## src/hdl/map_cmd_defs.vh

```
// Operation
// (RULE_01) D8..DB select the enabled pointer
// (RULE_02) D0/D2/D4 add 1/2/4, no data
// (RULE_03) 40 reads word at pointer
// (RULE_04) C0 writes word at pointer
// (RULE_05) C8 increments pointer then writes
// (RULE_06) 48 loads pointer from terminal one, reads
// (RULE_07) 50 loads pointer from terminal two, reads
// (RULE_08) 78 adds 2, loads indirect, reads
// (RULE_09) 68/70 first add 0/1
// (RULE_10) 68/70 then indirect load and read
// (RULE_11) F8 adds 2, loads indirect, writes
// (RULE_12) E8/F0 first add 0/1
// (RULE_13) E8/F0 then indirect load and write
// (RULE_14) 60 reads then adds 4
// (RULE_15) 58 loads log address, reads, decrements
// (RULE_16) Host sends arithmetic ops alone, then deselects
// (RULE_17) Continued clocking reads next sequential word
// (RULE_18) Host loads pointer via register write
`ifndef MAP_CMD_DEFS_VH
`define MAP_CMD_DEFS_VH
`define REG_PTR0 16'h000b
`define REG_PTR1 16'h000c
`define REG_PTR2 16'h000d
`define REG_PTR3 16'h000e
`define REG_FIRST_TERM_CW 16'h0003
`define REG_SECOND_TERM_CW 16'h0005
`define PTR_RESET 16'h0000
`define OP_SEL_HI 6'h36
`define OP_ADD1 8'hd0
`define OP_ADD2 8'hd2
`define OP_ADD4 8'hd4
`define OP_RD 8'h40
`define OP_WR 8'hc0
`define OP_INC_WR 8'hc8
`define OP_FIRST_TERM_RD 8'h48
`define OP_SECOND_TERM_RD 8'h50
`define OP_IND0_RD 8'h68
`define OP_IND1_RD 8'h70
`define OP_IND2_RD 8'h78
`define OP_IND0_WR 8'he8
`define OP_IND1_WR 8'hf0
`define OP_IND2_WR 8'hf8
`define OP_RD_ADD4 8'h60
`define OP_LOG_RD 8'h58
`define POST_NONE 2'h0
`define POST_ADD4 2'h1
`define POST_DEC 2'h2
`define SCK_PERIOD_NS 200
`endif

```

## src/hdl/map_cmd.v

```verilog
`timescale 1ns/1ps
`include "map_cmd_defs.vh"
module map_cmd (
    // Clock and reset
    input wire sys_clk,
    input wire nrst,
    // Serial link
    input wire sck,
    input wire cs_n,
    input wire mosi,
    output reg miso_ff,
    output reg miso_oe_ff,
    // Memory and register space, asynchronous read
    output reg [15:0] mem_addr_ff,
    output reg mem_rd_ff,
    output reg mem_we_ff,
    output reg [15:0] mem_wdata_ff,
    input wire [15:0] mem_rdata,
    // Address sources
    input wire [15:0] first_remote_terminal_cw_addr,
    input wire [15:0] second_remote_terminal_cw_addr,
    input wire [15:0] int_log_last_addr,
    // Pointer register write from register block
    input wire ptr_wr_en,
    input wire [1:0] ptr_wr_idx,
    input wire [15:0] ptr_wr_data,
    // Pointer status
    output reg [1:0] ptr_sel_ff,
    output wire [15:0] address_pointer_zero,
    output wire [15:0] address_pointer_one,
    output wire [15:0] address_pointer_two,
    output wire [15:0] address_pointer_three
);
    localparam S_IDLE = 3'h0;
    localparam S_OPC = 3'h1;
    localparam S_CAP = 3'h2;
    localparam S_DATA = 3'h3;
    localparam S_SKIP = 3'h4;

    reg sck_s1_ff, sck_s2_ff, sck_d_ff;
    reg cs_s1_ff, cs_s2_ff;
    reg mosi_s1_ff, mosi_s2_ff;
    reg [2:0] state_ff;
    reg [2:0] bcnt_ff;
    reg [6:0] op_ff;
    reg [3:0] dbit_ff;
    reg [15:0] sh_ff;
    reg [15:0] pf_ff;
    reg [15:0] addr_ff;
    reg [15:0] ptr_ff [0:3];
    reg ind_ff;
    reg wr_ff;
    reg first_ff;
    reg [1:0] post_ff;

    wire cs_act = ~cs_s2_ff;
    wire rise = sck_s2_ff & ~sck_d_ff;
    wire fall = ~sck_s2_ff & sck_d_ff;
    wire [7:0] op_in = {op_ff, mosi_s2_ff};
    wire [15:0] cur = ptr_ff[ptr_sel_ff];
    wire [15:0] ind_addr = cur + {14'h0000, op_in[4:3]} - 16'h0001;
    wire [15:0] addr_inc = addr_ff + 16'h0001;
    wire [15:0] wr_addr = first_ff ? addr_ff : addr_inc;

    assign address_pointer_zero = ptr_ff[0];
    assign address_pointer_one = ptr_ff[1];
    assign address_pointer_two = ptr_ff[2];
    assign address_pointer_three = ptr_ff[3];

    task go_read;
        input [15:0] a;
        begin
            addr_ff <= a;
            mem_addr_ff <= a;
            mem_rd_ff <= 1'b1;
            first_ff <= 1'b1;
            ind_ff <= 1'b0;
            wr_ff <= 1'b0;
            post_ff <= `POST_NONE;
            state_ff <= S_CAP;
        end
    endtask

    always @(posedge sys_clk) begin
        if (!nrst) begin
            sck_s1_ff <= 1'b0;
            sck_s2_ff <= 1'b0;
            sck_d_ff <= 1'b0;
            cs_s1_ff <= 1'b1;
            cs_s2_ff <= 1'b1;
            mosi_s1_ff <= 1'b0;
            mosi_s2_ff <= 1'b0;
            miso_ff <= 1'b0;
            miso_oe_ff <= 1'b0;
            mem_addr_ff <= 16'h0000;
            mem_rd_ff <= 1'b0;
            mem_we_ff <= 1'b0;
            mem_wdata_ff <= 16'h0000;
            ptr_sel_ff <= 2'h0;
            ptr_ff[0] <= `PTR_RESET;
            ptr_ff[1] <= `PTR_RESET;
            ptr_ff[2] <= `PTR_RESET;
            ptr_ff[3] <= `PTR_RESET;
            state_ff <= S_IDLE;
            bcnt_ff <= 3'h0;
            op_ff <= 7'h00;
            dbit_ff <= 4'h0;
            sh_ff <= 16'h0000;
            pf_ff <= 16'h0000;
            addr_ff <= 16'h0000;
            ind_ff <= 1'b0;
            wr_ff <= 1'b0;
            first_ff <= 1'b0;
            post_ff <= `POST_NONE;
        end else begin
            sck_s1_ff <= sck;
            sck_s2_ff <= sck_s1_ff;
            sck_d_ff <= sck_s2_ff;
            cs_s1_ff <= cs_n;
            cs_s2_ff <= cs_s1_ff;
            mosi_s1_ff <= mosi;
            mosi_s2_ff <= mosi_s1_ff;
            mem_rd_ff <= 1'b0;
            mem_we_ff <= 1'b0;
            miso_ff <= cs_act & ~wr_ff & sh_ff[15];
            miso_oe_ff <= cs_act;
            if (!cs_act) begin
                state_ff <= S_IDLE;
                bcnt_ff <= 3'h0;
                dbit_ff <= 4'h0;
                wr_ff <= 1'b0;
                sh_ff <= 16'h0000;
            end else begin
                case (state_ff)
                    S_IDLE: begin
                        state_ff <= S_OPC;
                    end
                    S_OPC: begin
                        if (rise) begin
                            op_ff <= op_in[6:0];
                            bcnt_ff <= bcnt_ff + 3'h1;
                            if (bcnt_ff == 3'h7) begin
                                state_ff <= S_SKIP;
                                if (op_in[7:2] == `OP_SEL_HI) begin
                                    ptr_sel_ff <= op_in[1:0]; // [RULE_01]
                                end
                                case (op_in)
                                    `OP_ADD1: ptr_ff[ptr_sel_ff] <= cur + 16'h0001; // [RULE_02]
                                    `OP_ADD2: ptr_ff[ptr_sel_ff] <= cur + 16'h0002; // [RULE_02]
                                    `OP_ADD4: ptr_ff[ptr_sel_ff] <= cur + 16'h0004; // [RULE_02]
                                    `OP_RD: begin
                                        go_read(cur); // [RULE_03]
                                    end
                                    `OP_WR, `OP_INC_WR: begin
                                        addr_ff <= op_in[3] ? cur + 16'h0001 : cur; // [RULE_04] [RULE_05]
                                        ptr_ff[ptr_sel_ff] <= op_in[3] ? cur + 16'h0001 : cur; // [RULE_05]
                                        wr_ff <= 1'b1;
                                        first_ff <= 1'b1;
                                        ind_ff <= 1'b0;
                                        post_ff <= `POST_NONE;
                                        dbit_ff <= 4'h0;
                                        state_ff <= S_DATA;
                                    end
                                    `OP_FIRST_TERM_RD: begin
                                        ptr_ff[ptr_sel_ff] <= first_remote_terminal_cw_addr; // [RULE_06]
                                        go_read(first_remote_terminal_cw_addr);
                                    end
                                    `OP_SECOND_TERM_RD: begin
                                        ptr_ff[ptr_sel_ff] <= second_remote_terminal_cw_addr; // [RULE_07]
                                        go_read(second_remote_terminal_cw_addr);
                                    end
                                    `OP_IND0_RD, `OP_IND1_RD, `OP_IND2_RD,
                                    `OP_IND0_WR, `OP_IND1_WR, `OP_IND2_WR: begin
                                        ptr_ff[ptr_sel_ff] <= ind_addr; // [RULE_08] [RULE_09] [RULE_11] [RULE_12]
                                        go_read(ind_addr);
                                        ind_ff <= 1'b1;
                                        wr_ff <= op_in[7];
                                    end
                                    `OP_RD_ADD4: begin
                                        go_read(cur);
                                        post_ff <= `POST_ADD4;
                                    end
                                    `OP_LOG_RD: begin
                                        ptr_ff[ptr_sel_ff] <= int_log_last_addr; // [RULE_15]
                                        go_read(int_log_last_addr);
                                        post_ff <= `POST_DEC;
                                    end
                                    default: begin
                                    end
                                endcase
                            end
                        end
                    end
                    S_CAP: begin
                        if (ind_ff) begin
                            // Indirect hop: pointer takes the addressed word
                            ptr_ff[ptr_sel_ff] <= mem_rdata; // [RULE_10] [RULE_13]
                            addr_ff <= mem_rdata;
                            ind_ff <= 1'b0;
                            if (wr_ff) begin
                                dbit_ff <= 4'h0;
                                state_ff <= S_DATA;
                            end else begin
                                mem_addr_ff <= mem_rdata;
                                mem_rd_ff <= 1'b1;
                            end
                        end else if (first_ff) begin
                            sh_ff <= mem_rdata;
                            first_ff <= 1'b0;
                            dbit_ff <= 4'h0;
                            if (post_ff == `POST_ADD4) begin
                                ptr_ff[ptr_sel_ff] <= addr_ff + 16'h0004; // [RULE_14]
                            end
                            if (post_ff == `POST_DEC) begin
                                ptr_ff[ptr_sel_ff] <= addr_ff - 16'h0001; // [RULE_15]
                            end
                            mem_addr_ff <= addr_inc;
                            mem_rd_ff <= 1'b1;
                        end else begin
                            pf_ff <= mem_rdata;
                            state_ff <= S_DATA;
                        end
                    end
                    S_DATA: begin
                        if (wr_ff) begin
                            if (rise) begin
                                sh_ff <= {sh_ff[14:0], mosi_s2_ff};
                                dbit_ff <= dbit_ff + 4'h1;
                                if (dbit_ff == 4'hf) begin
                                    mem_we_ff <= 1'b1; // [RULE_04] [RULE_11] [RULE_13]
                                    mem_addr_ff <= wr_addr;
                                    mem_wdata_ff <= {sh_ff[14:0], mosi_s2_ff};
                                    addr_ff <= wr_addr;
                                    ptr_ff[ptr_sel_ff] <= wr_addr;
                                    first_ff <= 1'b0;
                                end
                            end
                        end else begin
                            if (rise) begin
                                dbit_ff <= dbit_ff + 4'h1;
                                if (dbit_ff == 4'hf) begin
                                    // Word boundary: next sequential word
                                    sh_ff <= pf_ff; // [RULE_17]
                                    addr_ff <= addr_inc;
                                    if (post_ff == `POST_NONE) begin
                                        ptr_ff[ptr_sel_ff] <= addr_inc; // [RULE_17]
                                    end
                                    mem_addr_ff <= addr_inc + 16'h0001;
                                    mem_rd_ff <= 1'b1;
                                    state_ff <= S_CAP;
                                end
                            end else if (fall && dbit_ff != 4'h0) begin
                                sh_ff <= {sh_ff[14:0], 1'b0};
                                // Next bit out at once, settled before the host's rising edge
                                miso_ff <= sh_ff[14]; // [RULE_03]
                            end
                        end
                    end
                    S_SKIP: begin
                    end
                    default: begin
                        state_ff <= S_IDLE;
                    end
                endcase
            end
            if (ptr_wr_en) begin
                ptr_ff[ptr_wr_idx] <= ptr_wr_data; // [RULE_18]
            end
        end
    end
endmodule

```

## config.mk

```make
export PLATFORM = sky130hd
export DESIGN_NAME = map_cmd
export DESIGN_NICKNAME = d
export VERILOG_FILES = /design/src/hdl/map_cmd.v
export VERILOG_INCLUDE_DIRS = /design/src /design/src/hdl
export SDC_FILE = /design/constraint.sdc
export NUM_CORES = 1
export LEC_CHECK = 0
export BUFFER_PORTS_ARGS = -buffer_cell sky130_fd_sc_hd__buf_2
export CORE_MARGIN = 5
export CORE_UTILIZATION = 35
export CTS_BUF_LIST = sky130_fd_sc_hd__clkbuf_8
export DETAILED_ROUTE_END_ITERATION = 12
export PLACE_DENSITY_LB_ADDON = 0.08
export SLEW_MARGIN = 0
export SYNTH_ARGS = -nofsm -noshare
export SYNTH_HDL_FRONTEND = slang
export SYNTH_SLANG_ARGS = --single-unit
```

## constraint.sdc

```tcl
create_clock -name sys_clk -period 6.5 [get_ports sys_clk]
set_input_delay 0.325 -clock sys_clk [delete_from_list [all_inputs] [get_ports sys_clk]]
set_output_delay 0.325 -clock sys_clk [all_outputs]
set_load 0.1 [all_outputs]
```

==> summary.md, run 1 <==
| Metric | Value |
|---|---|
| Detailed Place HPWL | `54.08 mm` |
| Compound-Gate Fraction of Synth Area | `0.2716` |
| Clock transition at the registers of the reported paths | `110 ps` |
| CP Cell Sequence | `buf_4, mux4_2, inv_1, ha_1, nor2b_1, o31a_1, o21a_1, o41ai_1, xor2_1, nor2_1, o41ai_1, o21ai_1` |
| Maximum resistive drop on vdd | `0.0001426 V` |
| Synthesized flop and latch total | `181` |
| Arrival time worst endpoint | `5340 ps` |
| Source-to-sink clock delay at the later pin of the worst-skew pair | `580 ps` |
| Kind of end point of the critical path | `flop` |
| Total number of vias | `15,860` |
| Critical R2R Capture | `ptr_ff[2][13]$_DFFE_PP_` |
| Cell with the biggest individual delay on the critical path | `sky130_fd_sc_hd__o41ai_1` |
| Required time of the critical path | `6790 ps` |
| Yosys Warn Count | `0` |
| Adder and majority cell fraction of the synthesized area | `0.03544` |
| Number of global-route vias before repair | `14,810` |
| Number of nets produced by synthesis | `2,003` |
| Unrepaired setup endpoints after global routing | `no` |
| Total of buffers placed on input and output ports | `189` |
| Wirelength per Cell | `28.19 um` |
| Clock tree from TritonCTS | `yes` |
| CP max stage delay | `800 ps` |
| Number of enable-type register cells in the synthesized netlist | `64` |
| Least-Margin Pin Slew | `1306 ps` |
| Die outline area | `0.04615 sq mm` |
| Proportion of synthesized area in mux cells | `0.06160` |
| Fin crit share | `0.7764` |
| Number of vias per cell | `6.253` |
| Post-detailed-route count of antenna-violating nets | `0` |
| Area of the core region | `0.04176 sq mm` |
| Summed instance area of the synthesized netlist | `0.01469 sq mm` |
| Number of violations of the max-capacitance limit | `0` |
| Sequential fraction of the synthesis area | `0.2904` |
| Sum of negative setup slack | `0 ps` |
| Total congestion overflow after global routing | `0` |
| H-tree levels | `4` |
| Simple-Gate Fraction of Synth Area | `0.2364` |
| Main combinational cell family by area after synthesis | `compound AO/OA/AOI/OAI gates` |
| Setup Buffers After CTS | `0` |
| Final Hold Viols | `0` |
| Worst setup path endpoint | `ptr_ff[2][13]$_DFFE_PP_` |
| Area added between synthesis and finish | `12.76%` |
| Wire length of the first global-routing pass | `103.2 mm` |
| Critical path peak fanout | `14` |
| Status | `finished, final reports clean` |
| Register-to-register setup slack | `1450 ps` |
| Slew headroom | `0.1237` |
| Initial detailed-routing violation count | `1,784` |
| Master cell of the clock root buffer | `sky130_fd_sc_hd__clkbuf_8` |
| Filler Cell Count | `4,391` |
| Number of DRC violations after detailed routing | `0` |
| Most frequently used flop master after synthesis | `sky130_fd_sc_hd__dfxtp_1` |
| Reported leakage power | `5.929 nW` |
| Antenna violations before repair | `1` |
| Number of max-slew violations in the final report | `0` |
| Clock sink total | `181` |
| Pre-antenna DRT Iters | `6` |
| Worst setup slack after placement | `1602 ps` |
| XOR/XNOR Fraction of Synth Area | `0.05606` |
| Final setup violating endpoints | `0` |
| Sequential Area | `0.004265 sq mm` |
| Final layout net count | `2,114` |
| Min-Delay Path Class | `in2reg` |
| Diodes inserted | `0` |
| Boundary pin count | `190` |
| Number of instances in the synthesized netlist | `1,874` |
| Worst path most repeated cell | `sky130_fd_sc_hd__o41ai_1` |
| Multi-input combinational cell area | `0.009787 sq mm` |
| Die W | `214.8 um` |
| Std cell rows | `75` |
| Worst Setup Start Kind | `flop` |
| Top achievable clock speed | `198.1 MHz` |
| Worst path setup slack after routing | `1453 ps` |
| Post-cts gate resize count | `0` |
| Power per cell area | `153.3 mW/mm^2` |
| Path depth of the worst reg2reg path | `12` |
| GRT Resource Usage Total | `0.2985` |
| Clk buf depth | `2` |
| Proportion of synthesized flip-flops having asynchronous set or reset | `0` |
| Sum of routed wire length over all layers | `71.52 mm` |
| Final min period | `5047 ps` |
| Setup skew after layout | `25.92 ps` |
| Weighted congestion at the end of routability-driven global placement | `1.035` |
| Count of cell types in the netlist | `90` |
| Initial core utilization | `0.3517` |
| Type of the worst setup path | `reg2reg` |
| Number of hold buffers added after cts | `4` |
| Average instance area after synthesis | `7.836 sq um` |
| TritonCTS buffer count | `17` |
| Largest net degree at the start of global routing | `41` |
| Die span in y | `214.8 um` |
| Proportion of layout cells with a drive suffix above 1 | `0.1592` |
through the flow:
stage               instance area, sq um  hold WS (ps)  cells    util  total power, mW
floorplan                          14690         386.3   1874       -            1.573
global placement                   16160         390.2   2501  0.3869            1.748
detailed placement                 16160         398.8   2501  0.3869            1.746
CTS                                16560         2.072   2537  0.3966            2.551
global route                       16560         32.14   2537  0.3966            2.619
finish                             16560         58.89   2537  0.3966            2.538
power by group:
part	internal, mW	switching, mW
clock	0.305	0.499
sequential	1.20	0.0222
combinational	0.116	0.397
total	1.62	0.919
cell usage after synthesis, types with 40 or more instances:
cell type | instances | area [sq um]
sky130_fd_sc_hd__nor3_1 | 43 | 215.2
sky130_fd_sc_hd__nor2_1 | 140 | 525.5
sky130_fd_sc_hd__a21boi_0 | 43 | 322.8
sky130_fd_sc_hd__ha_1 | 40 | 500.5
sky130_fd_sc_hd__inv_1 | 42 | 157.7
sky130_fd_sc_hd__o21ai_0 | 130 | 650.6
sky130_fd_sc_hd__clkbuf_1 | 123 | 461.7
sky130_fd_sc_hd__a21oi_1 | 115 | 575.6
sky130_fd_sc_hd__nand2_1 | 278 | 1044
sky130_fd_sc_hd__nand3_1 | 56 | 280.3
sky130_fd_sc_hd__dfxtp_1 | 117 | 2342
sky130_fd_sc_hd__edfxtp_1 | 64 | 1922
sky130_fd_sc_hd__xnor2_1 | 63 | 551.8
sky130_fd_sc_hd__mux2i_1 | 51 | 510.5
cells in the final DEF, fill, tap and decap left out, types with 15 or more instances in the layout:
cell type	count
sky130_fd_sc_hd__nand2_1	278
sky130_fd_sc_hd__a211oi_1	26
sky130_fd_sc_hd__o211ai_1	15
sky130_fd_sc_hd__xnor2_1	63
sky130_fd_sc_hd__xor2_1	31
sky130_fd_sc_hd__nand4_1	22
sky130_fd_sc_hd__edfxtp_1	64
sky130_fd_sc_hd__dfxtp_1	116
sky130_fd_sc_hd__or3_1	16
sky130_fd_sc_hd__nand3_1	56
sky130_fd_sc_hd__nor2_1	139
sky130_fd_sc_hd__ha_1	40
sky130_fd_sc_hd__o31ai_1	15
sky130_fd_sc_hd__and2_1	15
sky130_fd_sc_hd__mux2i_1	51
sky130_fd_sc_hd__clkbuf_8	17
sky130_fd_sc_hd__a21boi_0	43
sky130_fd_sc_hd__a221oi_1	30
sky130_fd_sc_hd__inv_1	44
sky130_fd_sc_hd__nor3_1	40
sky130_fd_sc_hd__a22o_1	19
sky130_fd_sc_hd__nor4_1	21
sky130_fd_sc_hd__a21oi_1	115
sky130_fd_sc_hd__buf_4	43
sky130_fd_sc_hd__o21ai_1	26
sky130_fd_sc_hd__mux4_2	16
sky130_fd_sc_hd__o22ai_1	16
sky130_fd_sc_hd__o221ai_1	16
sky130_fd_sc_hd__o21ai_0	130
sky130_fd_sc_hd__buf_2	189
worst max-delay path: cells and delay by family, from the launching register on:
kind	cells	cell delay [ps]
AO/OA/AOI/OAI	5	2270
XOR/XNOR	1	270
adder cells (fa/ha/maj)	1	290
buffers and inverters	2	490
flip-flops	1	410
multiplexers	1	750
AND/OR/NAND/NOR	2	260
routing by layer:
layer	track usage	wire, um
met4	0.1003	2261
met5	0	8
met2	0.4506	31100
met1	0.4016	30180
met3	0.1009	7973
sequential cells by signal, summed over array words and instances, names as in the netlist, 2 cells and up, named ones only:
name,cells
ptr_ff,64
addr_ff,16
mem_addr_ff,16
mem_wdata_ff,16
pf_ff,16
sh_ff,16
op_ff,7
dbit_ff,4
bcnt_ff,3
state_ff,3
post_ff,2
ptr_sel_ff,2
how the worst min path moves through the flow:
stage          depth (start not counted)                        startpoint  slack (ps)                     endpoint
6_report                               3                      mem_rdata[2]          60        pf_ff[2]$_SDFFE_PN0P_
5_1_grt                                3                      mem_rdata[3]          30        pf_ff[3]$_SDFFE_PN0P_
4_1_cts                                3  first_remote_terminal_cw_addr[7]           2  mem_addr_ff[7]$_SDFFE_PN0P_
3_5_place_dp                           1               cs_s1_ff$_SDFF_PN1_         400          cs_s2_ff$_SDFF_PN1_
3_3_place_gp                           1               cs_s1_ff$_SDFF_PN1_         390          cs_s2_ff$_SDFF_PN1_
2_1_floorplan                          1               cs_s1_ff$_SDFF_PN1_         390          cs_s2_ff$_SDFF_PN1_
kinds of logic (layout without fill, tap and decap cells):
kind of cell,Yosys count,in the layout
xor gates and xnor gates,94,94
and+or+nand+nor,711,711
adders and majority gates,41,41
muxes,70,70
AOI/OAI and AO/OA,590,590
DFF,181,181
buffers and inverters,187,311
cell type report:
| class | instances | share of cell area |
|---|---|---|
| timing repair buffer | 236 | 0.07903 |
| clock inverter | 15 | 0.007782 |
| clock buffer | 17 | 0.01413 |
| tap | 539 | 0.04073 |
| multi-input combinational | 1506 | 0.5910 |
| sequential | 181 | 0.2576 |
| inverter | 43 | 0.009747 |
(Power assumes the default switching activity.)
==> run 2, diff against run 1 <==
==> constraint.sdc (replaced) <==
create_clock -name sys_clk -period 4.8 [get_ports sys_clk]
set_input_delay 0.24 -clock sys_clk [delete_from_list [all_inputs] [get_ports sys_clk]]
set_output_delay 0.24 -clock sys_clk [all_outputs]
set_load 0.1 [all_outputs]
==> summary.md, run 2 (synthesized netlist as in run 1, its figures left out) <==
| Metric | Value |
|---|---|
| Final layout net count | `2,221 (+5.1%)` |
| Proportion of layout cells with a drive suffix above 1 | `0.1854 (+0.02620)` |
| Hold path depth | `3 (unchanged)` |
| Post-cts gate resize count | `0 (unchanged)` |
| Unrepaired setup endpoints after global routing | `no` |
| Largest net degree at the start of global routing | `41 (unchanged)` |
| Master cell of the clock root buffer | `sky130_fd_sc_hd__clkbuf_8` |
| Slew headroom | `0.2414 (+0.1177)` |
| H-tree levels | `4 (unchanged)` |
| Path depth of the worst reg2reg path | `13 (+1)` |
| Arrival time worst endpoint | `4770 ps (-570 ps)` |
| Worst Hold End | `mem_addr_ff[13]$_SDFFE_PN0P_` |
| Die span in y | `214.8 um (unchanged)` |
| Post-DP Area | `0.01668 sq mm (+3.3%)` |
| Area of the core region | `0.04176 sq mm (unchanged)` |
| Least-Margin Pin Slew | `1126 ps (-179.7 ps)` |
| Die W | `214.8 um (unchanged)` |
| Critical path peak fanout | `8 (-6)` |
| Post-detailed-route count of antenna-violating nets | `0 (unchanged)` |
| Register-to-register setup slack | `340 ps (-1120 ps)` |
| Wirelength per Cell | `29.86 um (+5.9%)` |
| Initial core utilization | `0.3517 (unchanged)` |
| Setup skew after layout | `36.32 ps (+10.40 ps)` |
| Commonest non-fill, non-tap cell in the layout | `sky130_fd_sc_hd__nand2_1` |
| Clock sink total | `181 (unchanged)` |
| Total congestion overflow after global routing | `0 (unchanged)` |
| Detailed Place HPWL | `61.13 mm (+13%)` |
| Top achievable clock speed | `224.1 MHz (+13%)` |
| Hold_sp | `first_remote_terminal_cw_addr[13]` |
| Weighted congestion at the end of routability-driven global placement | `1.014 (-2.0%)` |
| Total of buffers placed on input and output ports | `189 (unchanged)` |
| Clock transition at the registers of the reported paths | `100 ps (about the same)` |
| Commonest cells after routing, fill and taps aside | `sky130_fd_sc_hd__nand2_1 (278), sky130_fd_sc_hd__buf_2 (189), sky130_fd_sc_hd__nor2_1 (139)` |
| Kind of end point of the critical path | `flop` |
| Final Hold Viols | `0 (unchanged)` |
| Type of the worst setup path | `reg2reg` |
| Sum of negative setup slack | `0 ps (unchanged)` |
| Clock tree from TritonCTS | `yes` |
| Min-Delay Path Class | `in2reg` |
| Std cell rows | `75 (unchanged)` |
| GRT Resource Usage Total | `0.3293 (+0.03077)` |
| Final min period | `4462 ps (-584.4 ps)` |
| Number of violations of the max-capacitance limit | `0 (unchanged)` |
| Power per cell area | `206.7 mW/mm^2 (+35%)` |
| Status | `finished, final reports clean` |
| Clk buf depth | `2 (unchanged)` |
| Fin crit share | `0.9296 (+0.1532)` |
| Number of max-slew violations in the final report | `0 (unchanged)` |
| Area of all placed cells without fillers | `0.01751 sq mm (+5.8%)` |
| Number of DRC violations after detailed routing | `0 (unchanged)` |
| Biggest register | `ptr_ff` |
| Boundary pin count | `190 (unchanged)` |
| Initial detailed-routing violation count | `2,150 (+21%)` |
| Pre-antenna DRT Iters | `5 (-1)` |
| Number of flip-flops under the largest register name | `64 (unchanged)` |
| Maximum resistive drop on vdd | `0.0002010 V (+41%)` |
| Area added between synthesis and finish | `19.26%` |
| Antenna violations before repair | `1 (unchanged)` |
| Critical R2R Capture | `ptr_ff[1][12]$_DFFE_PP_` |
| Final setup violating endpoints | `0 (unchanged)` |
| Number of global-route vias before repair | `15,450 (+4.3%)` |
| TritonCTS buffer count | `17 (unchanged)` |
| Reported leakage power | `6.450 nW (+8.8%)` |
| Source-to-sink clock delay at the later pin of the worst-skew pair | `600 ps (+20 ps)` |
| Worst Setup Start Kind | `flop` |
| Total number of vias | `16,600 (+4.6%)` |
| Sum of routed wire length over all layers | `78.92 mm (+10%)` |
| Die outline area | `0.04615 sq mm (unchanged)` |
| Diodes inserted | `0 (unchanged)` |
| Number of vias per cell | `6.280 (+0.44%)` |
| Wire length of the first global-routing pass | `112.8 mm (+9.4%)` |
| Required time of the critical path | `5110 ps (-1680 ps)` |
[run 2: area by class of cell]
type	count	area (sq um)
Sequential cell	181	4265
Multi-Input combinational cell	1506	9788
Fill cell	4350	24250
Tap cell	539	674.4
Clock inverter	13	171.4
Timing Repair Buffer	343	2205
Inverter	43	161.4
Clock buffer	18	247.7
[run 2: through the flow]
stage	power [mW]	util	setup WS, ps	hold slack, ps	instances
finish	3.620	0.4194	337.7	101.2	2643
global route	3.726	0.4194	12.77	107.0	2643
CTS	3.643	0.4194	302.1	27.18	2643
detailed placement	2.390	0.3995	309.7	390.9	2571
global placement	2.394	0.3995	417.1	387.2	2571
floorplan	2.130	-	482.1	341.5	1874
[run 2: timing repair]
action | 4_1_cts | 5_1_grt
hold buffers | 41 | 0
hold endpoints to repair | 88 | 0
buffers inserted | 0 | 0
[run 2: worst max-delay path by stage]
stage / startpoint / end / slack (ps)
detailed placement: flop / ptr_ff[2][13]$_DFFE_PP_ / 310
finish: flop / ptr_ff[1][12]$_DFFE_PP_ / 340
global placement: flop / ptr_ff[3][13]$_DFFE_PP_ / 420
floorplan: ptr_ff[3][0]$_DFFE_PP_ / ptr_ff[1][13]$_DFFE_PP_ / 480
global route: flop / ptr_ff[1][13]$_DFFE_PP_ / 10
CTS: flop / ptr_ff[2][13]$_DFFE_PP_ / 300
[run 2: worst max-delay path, stage by stage, from the launching register on]
cell	delay [ps]
sky130_fd_sc_hd__dfxtp_1	460
sky130_fd_sc_hd__mux4_2	680
sky130_fd_sc_hd__inv_1	160
sky130_fd_sc_hd__ha_1	220
sky130_fd_sc_hd__inv_1	60
sky130_fd_sc_hd__ha_1	280
sky130_fd_sc_hd__a211oi_1	430
sky130_fd_sc_hd__o21ai_0	340
sky130_fd_sc_hd__a221oi_1	340
sky130_fd_sc_hd__buf_4	180
sky130_fd_sc_hd__xor2_1	240
sky130_fd_sc_hd__o2111ai_1	220
sky130_fd_sc_hd__a21oi_1	400
sky130_fd_sc_hd__o21ai_0	160
[run 2: metal layers]
layer	routed length, um	share of wire	track usage	vias to the layer above
met5	12	0.00015	0	-
li1	-	-	-	7439
met2	34170	0.43	0.4931	938
met4	3188	0.040	0.1310	2
met3	6880	0.087	0.06530	150
met1	34670	0.44	0.4663	8070
[run 2: where the power goes]
group	internal (mW)	total [mW]	leakage (nW)	switching (mW)
sequential	1.62	1.65	1.59	0.0295
clock	0.536	1.22	0.217	0.689
combinational	0.190	0.743	4.64	0.553
==> run 3, diff against run 2 <==
--- a/config.mk
+++ b/config.mk
@@ -6,7 +6,9 @@
 export SDC_FILE = /design/constraint.sdc
 export NUM_CORES = 1
 export LEC_CHECK = 0
-export BUFFER_PORTS_ARGS = -buffer_cell sky130_fd_sc_hd__buf_2
+export BUFFER_PORTS_ARGS = -buffer_cell sky130_fd_sc_hd__buf_4
+export CELL_PAD_IN_SITES_DETAIL_PLACEMENT = 1
+export CELL_PAD_IN_SITES_GLOBAL_PLACEMENT = 2
 export CORE_MARGIN = 5
 export CORE_UTILIZATION = 35
 export CTS_BUF_LIST = sky130_fd_sc_hd__clkbuf_8
==> summary.md, run 3 (synthesized netlist as in run 1, its figures left out) <==
| Metric | Value |
|---|---|
| Net switching power of the design | `1.341 mW (+5.5%)` |
| Arrival time worst endpoint | `4770 ps (about the same)` |
| Die W | `214.8 um (unchanged)` |
| Unrepaired setup endpoints after global routing | `no` |
| Sequential Area | `0.004267 sq mm (about the same)` |
| Kind of end point of the critical path | `flop` |
| GRT Resource Usage Total | `0.3348 (+0.005475)` |
| Clock sink total | `181 (unchanged)` |
| Reported leakage power | `6.519 nW (+1.1%)` |
| Total of buffers placed on input and output ports | `189 (unchanged)` |
| Power per cell area | `202.8 mW/mm^2 (-1.9%)` |
| Setup Buffers After CTS | `0 (unchanged)` |
| Total congestion overflow after global routing | `0 (unchanged)` |
| Top achievable clock speed | `224.5 MHz (+0.18%)` |
| Pre-antenna DRT Iters | `6 (+1)` |
| Antenna violations before repair | `0 (-1)` |
| Total power consumption of the routed design | `3.638 mW (+0.50%)` |
| Final min period | `4454 ps (-7.823 ps)` |
| Post-detailed-route count of antenna-violating nets | `0 (unchanged)` |
| Number of vias per cell | `6.290 (+0.15%)` |
| Source-to-sink clock delay at the later pin of the worst-skew pair | `600 ps (about the same)` |
| Min-Delay Path Class | `in2reg` |
| Die span in y | `214.8 um (unchanged)` |
| Initial core utilization | `0.3517 (unchanged)` |
| Total number of vias | `16,570 (-0.16%)` |
| Worst path setup slack after routing | `345.5 ps (+7.823 ps)` |
| Master cell of the clock root buffer | `sky130_fd_sc_hd__clkbuf_8` |
| Worst setup slack after placement | `-38.56 ps (-348.3 ps)` |
| Critical path peak fanout | `11 (+3)` |
| Final setup violating endpoints | `0 (unchanged)` |
| Final Hold Viols | `0 (unchanged)` |
| Fin crit share | `0.9280 (-0.001630)` |
| Final hold slack | `55.33 ps (-45.92 ps)` |
| Final layout net count | `2,210 (-0.50%)` |
| Number of flip-flops under the largest register name | `64 (unchanged)` |
| Setup skew after layout | `21.97 ps (-14.35 ps)` |
| Internal cell power | `2.297 mW (-2.2%)` |
| Sum of routed wire length over all layers | `79.89 mm (+1.2%)` |
| Relative contribution of the clock network to total power | `0.332 (-0.006)` |
| Clock tree from TritonCTS | `yes` |
| Hold_sp | `first_remote_terminal_cw_addr[8]` |
| Initial detailed-routing violation count | `1,770 (-18%)` |
| Std cell rows | `75 (unchanged)` |
| Die outline area | `0.04615 sq mm (unchanged)` |
| Biggest register | `ptr_ff` |
| Boundary pin count | `190 (unchanged)` |
| Worst Setup Start Kind | `flop` |
| Area added between synthesis and finish | `22.16%` |
| Fraction of power consumed by sequential logic | `0.454 (-0.003)` |
| Wirelength per Cell | `30.32 um (+1.5%)` |
| H-tree levels | `4 (unchanged)` |
| Required time of the critical path | `5120 ps (about the same)` |
| Proportion of layout cells with a drive suffix above 1 | `0.1853 (about the same)` |
| Commonest cells after routing, fill and taps aside | `sky130_fd_sc_hd__buf_4 (293), sky130_fd_sc_hd__nand2_1 (278), sky130_fd_sc_hd__nor2_1 (139)` |
| TritonCTS buffer count | `17 (unchanged)` |
| Number of DRC violations after detailed routing | `0 (unchanged)` |
| Multi-input combinational cell area | `0.009819 sq mm (+0.32%)` |
| Combinational power share | `0.214 (+0.009)` |
| Least-Margin Pin Slew | `1067 ps (-59.01 ps)` |
| Commonest non-fill, non-tap cell in the layout | `sky130_fd_sc_hd__buf_4` |
| Clock transition at the registers of the reported paths | `130 ps (+30 ps)` |
| Area of the core region | `0.04176 sq mm (unchanged)` |
| Clk buf depth | `2 (unchanged)` |
| Number of violations of the max-capacitance limit | `0 (unchanged)` |
| Maximum resistive drop on vdd | `0.0001821 V (-9.4%)` |
| Number of max-slew violations in the final report | `0 (unchanged)` |
| Largest net degree at the start of global routing | `37 (-9.8%)` |
| Slew headroom | `0.2703 (+0.02888)` |
| Status | `finished, final reports clean` |
| Detailed Place HPWL | `62.08 mm (+1.5%)` |
| Number of global-route vias before repair | `16,560 (+7.2%)` |
| Type of the worst setup path | `reg2reg` |
| Net switching share of the total power | `0.3687 (+0.01755)` |
| Wire length of the first global-routing pass | `115.4 mm (+2.3%)` |
| Weighted congestion at the end of routability-driven global placement | `1.038 (+2.4%)` |
| Filler Cell Count | `5,049 (+16%)` |
==> run 3: path summary, 6_finish.rpt <==
check	to	slack, ps	depth (start not counted)
worst max register to register	ptr_ff[3][10]$_DFFE_PP_	350	12
worst min register to register	cs_s2_ff$_SDFF_PN1_	420	1
worst max-delay path	ptr_ff[3][10]$_DFFE_PP_	350	12
worst min-delay path	mem_addr_ff[8]$_SDFFE_PN0P_	60	4
==> run 3: cell type report <==
class | instances | share of cell area
clock buffers | 17 | 0.01304
diodes | 2 | 0.0002790
multi-input cells | 1506 | 0.5474
clock inverters | 15 | 0.01053
inverters | 43 | 0.008997
well taps | 539 | 0.03759
repair buffers | 332 | 0.1444
flip-flops and latches | 181 | 0.2378
==> run 3: critical path, stage by stage, from the launching register on <==
cell and delay, ps:
sky130_fd_sc_hd__dfxtp_2 440, sky130_fd_sc_hd__buf_4 300, sky130_fd_sc_hd__mux4_2 680, sky130_fd_sc_hd__ha_1 400, sky130_fd_sc_hd__a2111oi_0 430, sky130_fd_sc_hd__o21ai_1 260
sky130_fd_sc_hd__a41oi_1 300, sky130_fd_sc_hd__xor2_1 290, sky130_fd_sc_hd__a211o_1 180, sky130_fd_sc_hd__a21oi_1 90, sky130_fd_sc_hd__a2111oi_1 490, sky130_fd_sc_hd__buf_4 210
sky130_fd_sc_hd__o31ai_1 70
==> run 3: per-stage QoR <==
step	instances	util	setup TNS (ps)	instance area (sq um)
global placement	2562	0.4093	0	17090
CTS	2633	0.4290	0	17910
global route	2633	0.4295	0	17930
finish	2635	0.4296	0	17940
detailed placement	2562	0.4093	-73.16	17090
floorplan	1874	-	0	14690
==> run 3: layer usage <==
layer / wire, um / vias up / GRT usage
li1: - / 7397 / -
met1: 34440 / 8260 / 0.4534
met2: 35510 / 761 / 0.5217
met3: 6573 / 155 / 0.07121
met4: 3361 / 0 / 0.1355
met5: 0 / - / 0
==> run 3: repair_timing <==
item                                    4_1_cts  5_1_grt
endpoints found under the setup margin        3       19
hold buffers                                 39        0
endpoints found under the hold margin        87        0
gates cloned                                  0        0
resized for setup                             1        5
==> run 3: power by group through the flow <==
stage | sequential [mW] | clock [mW] | combinational, mW
5_1_grt | 1.66 | 1.28 | 0.806
3_3_place_gp | 1.69 | 0 | 0.737
2_1_floorplan | 1.92 | 0 | 0.214
3_5_place_dp | 1.69 | 0 | 0.739
6_report | 1.65 | 1.21 | 0.777
4_1_cts | 1.65 | 1.24 | 0.767
